### src/pkg/bssp_pkg.sv
// shared constants and types for the buffered synchronous serial port
package bssp_pkg;

  // buffer geometry
  localparam int          BUF_DEPTH = 32;
  localparam int          IDX_W     = 5;
  localparam int          BYTE_W    = 8;
  localparam logic [2:0]  BIT_FIRST = 3'h0;
  localparam logic [2:0]  BIT_LAST  = 3'h7;
  localparam logic [7:0]  BUSY_READ = 8'hFF;

  // transfer direction bits of the mode field
  localparam int          MODE_TX_POS = 0;
  localparam int          MODE_RX_POS = 1;

  // clock select: codes 0 to 6 internal, code 6 at the rate of code 0; this code external
  localparam logic [2:0]  CKS_EXT = 3'h7;

  // reset levels
  localparam logic        SCK_IDLE  = 1'b1;
  localparam logic        SO_RESET  = 1'b0;
  localparam logic [7:0]  HALF_ZERO = 8'h00;
  localparam logic [3:0]  GAP_ZERO  = 4'h0;

  // half period of the internal serial clock in core cycles
  function automatic logic [7:0] bssp_half(input logic [2:0] sel);
    case (sel)
      3'h0:    bssp_half = 8'h80;
      3'h1:    bssp_half = 8'h20;
      3'h2:    bssp_half = 8'h10;
      3'h3:    bssp_half = 8'h08;
      3'h4:    bssp_half = 8'h04;
      3'h5:    bssp_half = 8'h02;
      default: bssp_half = 8'h80;
    endcase
  endfunction

  // gap length in serial half periods
  function automatic logic [3:0] bssp_gap(input logic [1:0] sel);
    case (sel)
      2'h1:    bssp_gap = 4'h2;
      2'h2:    bssp_gap = 4'h4;
      2'h3:    bssp_gap = 4'h8;
      default: bssp_gap = 4'h0;
    endcase
  endfunction

  // controller states, gray along idle-wait-shift-gap
  typedef enum logic [1:0] {
    ST_IDLE  = 2'h0,
    ST_WAIT  = 2'h1,
    ST_SHIFT = 2'h3,
    ST_GAP   = 2'h2
  } bssp_state_e;

endpackage

### src/hdl/bssp_core.sv
// buffered synchronous serial port: buffer, shifter, clocking, flags
`timescale 1ns/10ps
module bssp_core (
  input  wire logic                      core_clk_in,
  input  wire logic                      rst_in,
  input  wire logic                      start_wr_in,
  input  wire logic                      stop_wr_in,
  input  wire logic                      ovr_clr_in,
  input  wire logic                      wait_clr_in,
  input  wire logic                      abort_clr_in,
  input  wire logic                      irq_clr_in,
  input  wire logic                      sol_wr_in,
  input  wire logic                      sol_val_in,
  input  wire logic                      buf_rd_in,
  input  wire logic                      buf_wr_in,
  input  wire logic [bssp_pkg::IDX_W-1:0] buf_addr_in,
  input  wire logic [7:0]                buf_wdata_in,
  output wire logic [7:0]                buf_rdata_out,
  input  wire logic [1:0]                mode_in,
  input  wire logic [2:0]                clk_sel_in,
  input  wire logic [1:0]                gap_sel_in,
  input  wire logic [bssp_pkg::IDX_W-1:0] first_idx_in,
  input  wire logic [bssp_pkg::IDX_W-1:0] last_idx_in,
  input  wire logic                      cs_en_in,
  input  wire logic                      strobe_en_in,
  input  wire logic                      open_drain_in,
  output wire logic                      start_busy_out,
  output wire logic                      overrun_out,
  output wire logic                      wait_out,
  output wire logic                      abort_out,
  output wire logic                      irq_req_out,
  output wire logic                      sol_out,
  input  wire logic                      sck_in,
  output wire logic                      sck_out,
  output wire logic                      sck_oe_out,
  input  wire logic                      si_in,
  output wire logic                      so_out,
  output wire logic                      so_oe_out,
  input  wire logic                      cs_n_in,
  output wire logic                      strobe_out
);
  import bssp_pkg::*;

  bssp_state_e state_reg;
  bssp_state_e state_next;

  logic [7:0]       mem [BUF_DEPTH];
  logic [IDX_W-1:0] idx_reg;
  logic [2:0]       bit_reg;
  logic [7:0]       sh_reg;
  logic [7:0]       rx_reg;
  logic [7:0]       rdata_reg;
  logic [7:0]       div_reg;
  logic [3:0]       gap_reg;
  logic             sck_reg;
  logic             so_reg;
  logic             sck_d_reg;
  logic             strobe_reg;
  logic             ovr_reg;
  logic             wait_reg;
  logic             abort_reg;
  logic             irq_reg;

  logic             sck_s;
  logic             cs_s;
  logic             si_s;

  // pins from outside pass the filtered synchroniser
  bssp_sync3 #(.INIT(1'b1)) u_sync_sck (
    .core_clk_in (core_clk_in),
    .rst_in      (rst_in),
    .d_in        (sck_in),
    .q_out       (sck_s)
  );
  bssp_sync3 #(.INIT(1'b1)) u_sync_cs (
    .core_clk_in (core_clk_in),
    .rst_in      (rst_in),
    .d_in        (cs_n_in),
    .q_out       (cs_s)
  );
  bssp_sync3 #(.INIT(1'b1)) u_sync_si (
    .core_clk_in (core_clk_in),
    .rst_in      (rst_in),
    .d_in        (si_in),
    .q_out       (si_s)
  );

  // decode of mode, clock and state
  wire       tx_en    = mode_in[MODE_TX_POS];
  wire       rx_en    = mode_in[MODE_RX_POS];
  wire       ext_clk  = (clk_sel_in == CKS_EXT);
  wire [7:0] half     = bssp_half(clk_sel_in);
  wire [3:0] gap_len  = bssp_gap(gap_sel_in);
  wire       busy     = (state_reg != ST_IDLE);
  wire       st_shift = (state_reg == ST_SHIFT);
  wire       st_gap   = (state_reg == ST_GAP);
  wire       xfer     = st_shift | st_gap;
  wire       cs_high  = cs_en_in & cs_s;

  // external clock edges, seen after the filter
  wire ext_fall = sck_d_reg & ~sck_s;
  wire ext_rise = ~sck_d_reg & sck_s;
  // internal divider tick, only while a transfer runs
  wire tick     = xfer & ~ext_clk & (div_reg == half - 8'h01);
  wire int_fall = tick & st_shift & sck_reg;
  wire int_rise = tick & st_shift & ~sck_reg;
  // shift events from whichever clock is selected
  wire fall_ev  = ext_clk ? (st_shift & ext_fall) : int_fall;
  wire rise_ev  = ext_clk ? (st_shift & ext_rise) : int_rise;
  // sequencing terms
  wire             abort_ev = xfer & cs_high;
  wire             start_ok = start_wr_in & ~busy & ~abort_reg;
  wire             stop_ev  = stop_wr_in & busy & ~abort_ev;
  wire             byte_end = rise_ev & (bit_reg == BIT_LAST);
  wire             last_hit = (idx_reg == last_idx_in);
  wire [IDX_W-1:0] idx_inc  = idx_reg + 5'h01;
  wire             done_ev  = byte_end & last_hit & ~abort_ev;
  wire             gap_go   = byte_end & ~last_hit & ~ext_clk
                              & (gap_len != GAP_ZERO);
  wire             gap_end  = st_gap & tick & (gap_reg == gap_len - 4'h1);
  wire [7:0]       rx_next  = {si_s, rx_reg[7:1]};
  // overrun: clock edges with nothing running, masked by chip-select
  wire ovr_ev  = ext_clk & ~busy & (ext_fall | ext_rise)
                 & ~cs_high;
  wire acc_ev  = (buf_rd_in | buf_wr_in) & busy;
  wire rx_wr   = byte_end & rx_en & ~abort_ev;
  wire cpu_wr  = buf_wr_in & ~busy;
  // next state
  always_comb begin
    state_next = state_reg;
    case (state_reg)
      ST_IDLE: begin
        if (start_ok) begin
          state_next = cs_en_in ? ST_WAIT : ST_SHIFT;
        end
      end
      ST_WAIT: begin
        if (stop_ev) begin
          state_next = ST_IDLE;
        end else if (!cs_s) begin
          state_next = ST_SHIFT;
        end
      end
      ST_SHIFT: begin
        if (abort_ev || stop_ev || done_ev) begin
          state_next = ST_IDLE;
        end else if (gap_go) begin
          state_next = ST_GAP;
        end
      end
      ST_GAP: begin
        if (abort_ev || stop_ev) begin
          state_next = ST_IDLE;
        end else if (gap_end) begin
          state_next = ST_SHIFT;
        end
      end
      default: begin
        state_next = ST_IDLE;
      end
    endcase
  end

  always_ff @(posedge core_clk_in or posedge rst_in) begin
    if (rst_in) begin
      state_reg <= ST_IDLE;
    end else begin
      state_reg <= state_next;
    end
  end

  // buffer index walks first..last, wrapping at the top
  always_ff @(posedge core_clk_in or posedge rst_in) begin
    if (rst_in) begin
      idx_reg <= '0;
    end else if (start_ok) begin
      idx_reg <= first_idx_in;
    end else if (byte_end && !last_hit) begin
      idx_reg <= idx_inc;
    end
  end

  // bit counter, transmit byte and receive shifter; next byte read on the same edge
  always_ff @(posedge core_clk_in or posedge rst_in) begin
    if (rst_in) begin
      bit_reg <= BIT_FIRST;
      sh_reg  <= '0;
      rx_reg  <= '0;
    end else if (start_ok) begin
      bit_reg <= BIT_FIRST;
      sh_reg  <= mem[first_idx_in];
    end else if (rise_ev) begin
      bit_reg <= bit_reg + 3'h1;
      rx_reg  <= rx_next;
      if (bit_reg == BIT_LAST) begin
        sh_reg <= mem[idx_inc];
      end
    end
  end

  // buffer array: serial write only while busy, cpu write only when idle
  always_ff @(posedge core_clk_in) begin
    if (rx_wr) begin
      mem[idx_reg] <= rx_next;
    end else if (cpu_wr) begin
      mem[buf_addr_in] <= buf_wdata_in;
    end
  end

  // cpu read data; busy reads return all ones
  always_ff @(posedge core_clk_in or posedge rst_in) begin
    if (rst_in) begin
      rdata_reg <= BUSY_READ;
    end else if (buf_rd_in) begin
      rdata_reg <= busy ? BUSY_READ : mem[buf_addr_in];
    end
  end

  // divider restarts each time a transfer or gap begins; gap counts half periods
  wire [7:0] div_next = (!xfer || ext_clk || tick) ? HALF_ZERO : div_reg + 8'h01;
  wire [3:0] gap_next = !st_gap ? GAP_ZERO : (tick ? gap_reg + 4'h1 : gap_reg);
  always_ff @(posedge core_clk_in or posedge rst_in) begin
    if (rst_in) begin
      div_reg <= HALF_ZERO;
      gap_reg <= GAP_ZERO;
    end else begin
      div_reg <= div_next;
      gap_reg <= gap_next;
    end
  end

  // serial clock: toggles in shift on the internal clock, parks high otherwise
  always_ff @(posedge core_clk_in or posedge rst_in) begin
    if (rst_in) begin
      sck_reg <= SCK_IDLE;
    end else if (int_fall || int_rise) begin
      sck_reg <= ~sck_reg;
    end else if (!st_shift) begin
      sck_reg <= SCK_IDLE;
    end
  end

  // data output: level bit when idle, shifted data during a transfer with transmit enabled
  always_ff @(posedge core_clk_in or posedge rst_in) begin
    if (rst_in) begin
      so_reg <= SO_RESET;
    end else if (sol_wr_in && !busy) begin
      so_reg <= sol_val_in;
    end else if (fall_ev && tx_en) begin
      so_reg <= sh_reg[bit_reg];
    end
  end

  // sticky flags, a set in the clearing cycle wins; clock edge memory; strobe on internal clock
  always_ff @(posedge core_clk_in or posedge rst_in) begin
    if (rst_in) begin
      sck_d_reg  <= SCK_IDLE;
      strobe_reg <= 1'b0;
      ovr_reg   <= 1'b0;
      wait_reg  <= 1'b0;
      abort_reg <= 1'b0;
      irq_reg   <= 1'b0;
    end else begin
      sck_d_reg  <= sck_s;
      strobe_reg <= byte_end & strobe_en_in & ~ext_clk;
      ovr_reg   <= ovr_ev | (ovr_reg & ~ovr_clr_in);
      wait_reg  <= acc_ev | (wait_reg & ~wait_clr_in);
      abort_reg <= abort_ev | (abort_reg & ~abort_clr_in);
      irq_reg   <= done_ev | abort_ev | (irq_reg & ~irq_clr_in);
    end
  end

  // pins: abort floats clock and data until the flag is cleared
  assign sck_out        = sck_reg;
  assign sck_oe_out     = ~ext_clk & ~abort_reg;
  assign so_out         = open_drain_in ? 1'b0 : so_reg;
  assign so_oe_out      = tx_en & ~abort_reg
                          & (~open_drain_in | ~so_reg);
  assign strobe_out     = strobe_reg;
  assign buf_rdata_out  = rdata_reg;
  assign start_busy_out = busy;
  assign overrun_out    = ovr_reg;
  assign wait_out       = wait_reg;
  assign abort_out      = abort_reg;
  assign irq_req_out    = irq_reg;
  assign sol_out        = so_reg;
endmodule

### src/hdl/bssp_sync3.sv
// three-flop pin synchroniser with agreement filter
`timescale 1ns/10ps
module bssp_sync3 #(
  parameter logic INIT = 1'b1
) (
  input  wire logic core_clk_in,
  input  wire logic rst_in,
  input  wire logic d_in,
  output wire logic q_out
);

  logic s1_reg;
  logic s2_reg;
  logic s3_reg;
  logic q_reg;

  // first flop feeds only the second
  always_ff @(posedge core_clk_in or posedge rst_in) begin
    if (rst_in) begin
      s1_reg <= INIT;
      s2_reg <= INIT;
      s3_reg <= INIT;
    end else begin
      s1_reg <= d_in;
      s2_reg <= s1_reg;
      s3_reg <= s2_reg;
    end
  end

  // a change counts once second and third agree, rejects one-cycle glitches
  always_ff @(posedge core_clk_in or posedge rst_in) begin
    if (rst_in) begin
      q_reg <= INIT;
    end else if (s2_reg == s3_reg) begin
      q_reg <= s3_reg;
    end
  end

  assign q_out = q_reg;

endmodule

### config.mk
export PLATFORM = sky130hd
export DESIGN_NAME = bssp_core
export DESIGN_NICKNAME = d
export VERILOG_FILES = /design/src/pkg/bssp_pkg.sv /design/src/hdl/bssp_core.sv /design/src/hdl/bssp_sync3.sv
export SDC_FILE = /design/constraint.sdc
export NUM_CORES = 1
export LEC_CHECK = 0
export BUFFER_PORTS_ARGS = -buffer_cell sky130_fd_sc_hd__clkbuf_2
export CAP_MARGIN = 20
export CORE_AREA = 8 8 205 207
export CTS_CLUSTER_DIAMETER = 150
export CTS_CLUSTER_SIZE = 20
export DETAILED_ROUTE_END_ITERATION = 7
export DIE_AREA = 0 0 213 215
export REMOVE_ABC_BUFFERS = 1
export SLEW_MARGIN = 10
export SYNTH_ARGS = -nofsm -noshare
export SYNTH_HDL_FRONTEND = slang
export SYNTH_SLANG_ARGS = --single-unit
### constraint.sdc
create_clock -name core_clk_in -period 7.1 [get_ports core_clk_in]
set_input_delay 0.71 -clock core_clk_in [delete_from_list [all_inputs] [get_ports core_clk_in]]
set_output_delay 0.71 -clock core_clk_in [all_outputs]
set_load 0.02 [all_outputs]
; Word-level counts from Yosys, hierarchy flattened
; Memories as Yosys holds them, arrays and structs flattened.
; Index checks and enable logic that the tools add are counted.
; Widths: inputs -> output; s select.
[op_classes]
bitwise_logic = 64
order_cmp = 1
add_sub_neg = 6
n_mux = 39
eq_ne = 25
reduce_logical = 22
[ops]
columns = operator, count
row1 = $mux 8, 6
row2 = $pmux 8 s5, 1
row3 = $and 1x1->1, 39
row4 = $mux 2, 8
row5 = $not 1->1, 16
row6 = $mux 5, 3
row7 = $mux 1, 14
row8 = $eq 3x3->1 const B, 4
row9 = $pmux 4 s3, 1
row10 = $reduce_bool 2->1, 5
row11 = $or 1x1->1, 9
row12 = $add 8x1->8 const B, 1
row13 = $eq 2x2->1 const B, 4
row14 = $eq 8x8->1, 1
row15 = $mux 4, 2
row16 = $pmux 2 s4, 1
row17 = $reduce_or 8->1, 1
row18 = $sub 8x1->8 const B, 1
row19 = $eq 3x2->1 const B, 2
row20 = $mux 3, 2
row21 = $ne 3x1->1 const B, 2
row22 = $add 5x1->5 const B, 1
row23 = $eq 5x5->1, 1
row24 = $logic_or 1x1->1, 5
row25 = 18 further kinds, 27
[word_totals]
register_bits = 66
wordCells = 186
memories = 1
output_inout_bits = 19
mem_bits_rw = 256
[mem_list]
columns = memory, words, width, read_ports, rd_clocked_by_memory_dff, wr, line
row1 = mem, 32, 8, 3, 0, 1, bssp_core.sv:47  ; logic [7:0] mem [BUF_DEPTH];

; Depth between registers and ports, before layout
[depth]
ltp_word = 15
ltp_mapped = 12

; By module
; A second synthesis with hierarchy kept.
[hier_totals]
hier_cells = 998
area_unflattened_um2 = 17372.9
[by_module_without_submodules]
columns = mod, cells_each, instances, seq_area_each_um2, area_per_inst_um2
row1 = bssp_core, 980, 1, 9026.2, 17012.6
row2 = bssp_sync3, 6, 3, 105.1, 120.1

; Worst setup path before layout
; No wires, ideal clock.
[synth_path]
path_kind = input to register
startpoint = in clk_sel_in[1]
endpoint = mem mem[10][0] (enable)
cell_stages = 12
path_buffers = 2
setup_time_ns = 0.370
t_arrival_ns = 3.275
path_slack_ns = 3.454
path_cell_list = clkbuf_1 -> nor2_1 -> nand2_1 -> ha_1 -> xor2_1 -> nand2_1 -> xnor2_1 -> or4_1 -> o21ai_2 -> a32oi_1 -> clkbuf_1 -> nor2_1
[synth_via]
elab_chain_cells = 15
[synth_rtl]
columns = element, line
row1 = from (decl), bssp_core.sv:20  ; input wire logic [2:0] clk_sel_in,
row2 = $eq 3x3->1 (tied with other cells), bssp_pkg.sv:27  ; case (sel)
row3 = $pmux 8 s5, bssp_pkg.sv:27
row4 = $sub 8x1->8, bssp_core.sv:104  ; wire tick = xfer & ~ext_clk & (div_reg == half - 8'h01);
row5 = $eq 8x8->1, bssp_core.sv:104
row6 = $and 1x1->1, bssp_core.sv:104
row7 = $and 1x1->1 (2 in a row), bssp_core.sv:106  ; wire int_rise = tick & st_shift & ~sck_reg;
row8 = $mux 1 *, bssp_core.sv:109  ; wire rise_ev = ext_clk ? (st_shift & ext_rise) : int_rise;
row9 = $and 1x1->1 *, bssp_core.sv:114  ; wire byte_end = rise_ev & (bit_reg == BIT_LAST);
row10 = $and 1x1->1 * (2 in a row), bssp_core.sv:126  ; wire rx_wr = byte_end & rx_en & ~abort_ev;
row11 = $mux 1, bssp_core.sv:203  ; if (rx_wr) begin
row12 = $mux 1 (implied by the code), bssp_core.sv:206  ; mem[buf_addr_in] <= buf_wdata_in;
row13 = $reduce_or 8->1 (no source line), --
row14 = $mux 5 (no source line) or $mux 1 (tied branches), --
row15 = to (decl), bssp_core.sv:47
; Every way passes the cells marked *; elsewhere a longest branch is shown, timed or not.

; Final worst setup path
[layout_path]
startpoint = reg idx_reg[0]
endpoint = mem mem[11][1] (enable)
[layout_via]
elab_chain_cells = 1
[layout_rtl]
columns = element, line
row1 = from (decl), bssp_core.sv:48  ; logic [IDX_W-1:0] idx_reg;
row2 = from (signal assigned), bssp_core.sv:177  ; idx_reg <= first_idx_in;
row3 = from (signal assigned), bssp_core.sv:179  ; idx_reg <= idx_inc;
row4 = $mux 5 (no source line), --
; No other way between the ends.

==> results.sh <==
export IMPL_cp_max_fo=46
export IMPL_drt_iter0_markers=1285
export IMPL_fin_nets=1155
export IMPL_leakagePower_nw=6.40
export IMPL_dp_cells=1597
export IMPL_swShare_pct=36.6
export IMPL_layout_common_cells="edfxtp_1, mux4_2, nor2_1, nand2_1, clkbuf_2"
export IMPL_die_w_um=213
export IMPL_cp_cell_sequence="buf_4 -> inv_1 -> o31ai_1 -> nand2_1 -> nor2_1"
export IMPL_rsz0062_at_grt="false"
export IMPL_crit_arrival_ps=4130
export IMPL_seq_power_share_pct=39.8
export IMPL_synth_top_family_by_area="multiplexers"
export IMPL_grt_max_degree=66
export IMPL_powerDensity_nw_per_um2=316
export IMPL_synth_adder_area_share_pct=1.03
export IMPL_fin_cells=1634
export IMPL_finalCritPeriodShare_pct=56.0
export IMPL_post_cts_resized=0
export IMPL_tritoncts="built"
export IMPL_area_delta_synth_final_pct=8.36
export IMPL_clk_pin_slew_ps=90
export IMPL_viasPerCell=6.59
export IMPL_vias=10800
export IMPL_synth_cell_types=56
export IMPL_synthMuxAreaShare_pct=32.6
export IMPL_tns_ps=0
export IMPL_ctsHtreeMaxLevel=1
export IMPL_setup_ws_ps=3120
export IMPL_cts_sinks=321
export IMPL_end_kind="register"
export IMPL_clock_power_share_pct=20.3
export IMPL_async_reset_ff_share_pct=20.2
export IMPL_avgSynthCellArea_sq_um=16.5
export IMPL_critical_path_required_ps=7260
export IMPL_post_route_min_period_ps=3980
export IMPL_clock_latency_ps=540
export IMPL_post_cts_buffers=0
export IMPL_slowest_delay_ps=910
export IMPL_wirelength_mm=50.4
export IMPL_crit_type="register to register"
export IMPL_core_area_sq_um=39000
export IMPL_yosys_area_share_xor_xnor_pct=1.40
export IMPL_combPwrFrac_pct=39.9
export IMPL_route_detailed_drc=0
export IMPL_ys_ff_latch=321
export IMPL_grt_overflow=0
export IMPL_wl_per_cell_um=30.9
export IMPL_holdBufCountCts=0
export IMPL_critical_path_slowest_cell="o31ai_1"
export IMPL_syn_area_sq_um=17500
export IMPL_initial_utilization_pct=44.9
export IMPL_whs_ps=248
export IMPL_cts_buffers=20
export IMPL_worst_pin_slew_ps=1140
export IMPL_die_area_sq_um=45800
export IMPL_maxSlewHeadroom_pct=21.9
export IMPL_cts_buffer_depth=3
export IMPL_finalHoldViolCount=0
export IMPL_ir_drop_mv=0.282
export IMPL_grt_util_all_layers_pct=22.0
export IMPL_portBuffers=66
export IMPL_slew_violations=0
export IMPL_dpl_worst_slack_ps=2810
export IMPL_min_path_type="primary input to register"
export IMPL_top_register="mem"
export IMPL_antenna_found_initial=0
export IMPL_switchingPower_mw=2.20
export IMPL_synth_edf_count=256
export IMPL_outcome="complete, no violations"
export IMPL_largest_register_ffs=256
export IMPL_syn_inst=1063
export IMPL_total_power_mw=5.99
export IMPL_cts_root_buf="clkbuf_16"
export IMPL_rows=73
export IMPL_grt_pass1_vias=10500
export IMPL_fmaxAchievable_mhz=252
export IMPL_antenna_cells=0
export IMPL_fin_worst_skew_ps=24.8
export IMPL_drive_gt1_share_pct=34.1
export IMPL_synth_compound_area_share_pct=3.14
export IMPL_ys_seq_area_share_pct=53.4
export IMPL_setup_violations=0
export IMPL_synth_main_ff_cell="edfxtp_1"
export IMPL_ios=67
export IMPL_first_pass_iters=5
export IMPL_yosys_warnings=0
export IMPL_antenna_left=0
export IMPL_dp_hpwl_mm=34.4
export IMPL_gp_congestion=0.890
export IMPL_final_common_cell="edfxtp_1"
export IMPL_worstSetupStartpointType="register"
export IMPL_grt_pass1_wl_mm=74.0
export IMPL_synthSimpleGateAreaFrac_pct=6.20
export IMPL_drv_cap=0
export IMPL_p_int_mw=3.80
export IMPL_dieHeight_um=215
==> routing by layer <==
layer | vias to the layer above | wire length [um] | GRT usage [%]
li1 | 4436 | - | -
met1 | 5628 | 20300 | 31.3
met2 | 622 | 22800 | 32.7
met3 | 81 | 5730 | 6.08
met4 | 0 | 1650 | 6.65
met5 | - | 0 | 0
==> synth_stat cells, drive strengths merged (2+ instances only) <==
master,instances,share of area (%)
and3,5,0.18
clkbuf,43,0.92
nor2b,11,0.39
mux2i,58,3.3
a32o,4,0.23
mux4,219,28
a2111oi,6,0.30
dfrtp,43,6.1
buf,35,0.98
dfstp,22,3.3
nor2,72,1.5
nand3,29,0.83
a31oi,13,0.46
mux2,17,1.1
nand2b,3,0.11
and2,3,0.11
o21ai,14,0.44
nand2,65,1.4
maj3,3,0.17
nor3,7,0.23
or3,11,0.39
nand3b,10,0.45
o31ai,5,0.21
xor2,16,0.80
a21oi,7,0.20
or4,3,0.13
xnor2,12,0.60
inv,18,0.39
o22ai,16,0.57
edfxtp,256,44
ha,12,0.86
o21bai,2,0.086
nand4,5,0.18
nand4b,2,0.10
==> final cells by class <==
cell class	count	area, sq um
Sequential cell	321	9350
Fill cell	3270	20000
Multi-Input combinational cell	646	7800
Clock inverter	2	23.8
Timing Repair Buffer	88	503
Clock buffer	34	574
Tap cell	525	657
Inverter	18	68.8
==> worst max-delay path: cells and delay by family (launching register included) <==
| kind | cells | cell delay [ps] |
|---|---|---|
| buf+inv | 2 | 990 |
| compound gates | 1 | 910 |
| simple gates | 2 | 890 |
| flops | 1 | 800 |
==> kinds of logic after synthesis <==
family | after synthesis
flops | 321
buf+inv | 96
simple gates | 229
fa+ha+maj | 15
compound gates | 80
mux | 294
xor+xnor | 28
==> power by group through the flow <==
| stage | Clock (mW) | Sequential [mW] | Combinational, mW |
|---|---|---|---|
| finish | 1.21 | 2.39 | 2.39 |
| global route | 1.29 | 2.41 | 2.52 |
| CTS | 1.23 | 2.39 | 2.38 |
| detailed placement | 0 | 2.43 | 2.37 |
| global placement | 0 | 2.43 | 2.37 |
| floorplan | 0 | 2.45 | 1.54 |
==> metrics by stage <==
step | utilization, % | area (sq um)
3_3_place_gp | 47.1 | 18400
2_1_floorplan | - | 17200
4_1_cts | 48.6 | 19000
6_report | 48.6 | 19000
5_1_grt | 48.6 | 19000
3_5_place_dp | 47.1 | 18400
==> final timing paths <==
kind | start | endpoint | slack, ps | depth (start not counted)
setup / recovery | idx_reg[0] | mem[11][1] | 3120 | 5
hold / removal | si_in | u_sync_si.s1_reg | 250 | 1
setup reg to reg | idx_reg[0] | mem[11][1] | 3120 | 5
hold reg to reg | u_sync_cs.s1_reg | u_sync_cs.s2_reg | 360 | 0
max in group asynchronous | rst_in | idx_reg[0] | 5930 | 3
min in group asynchronous | rst_in | div_reg[2] | 430 | 3
Power figures use the tool's default switching activity.
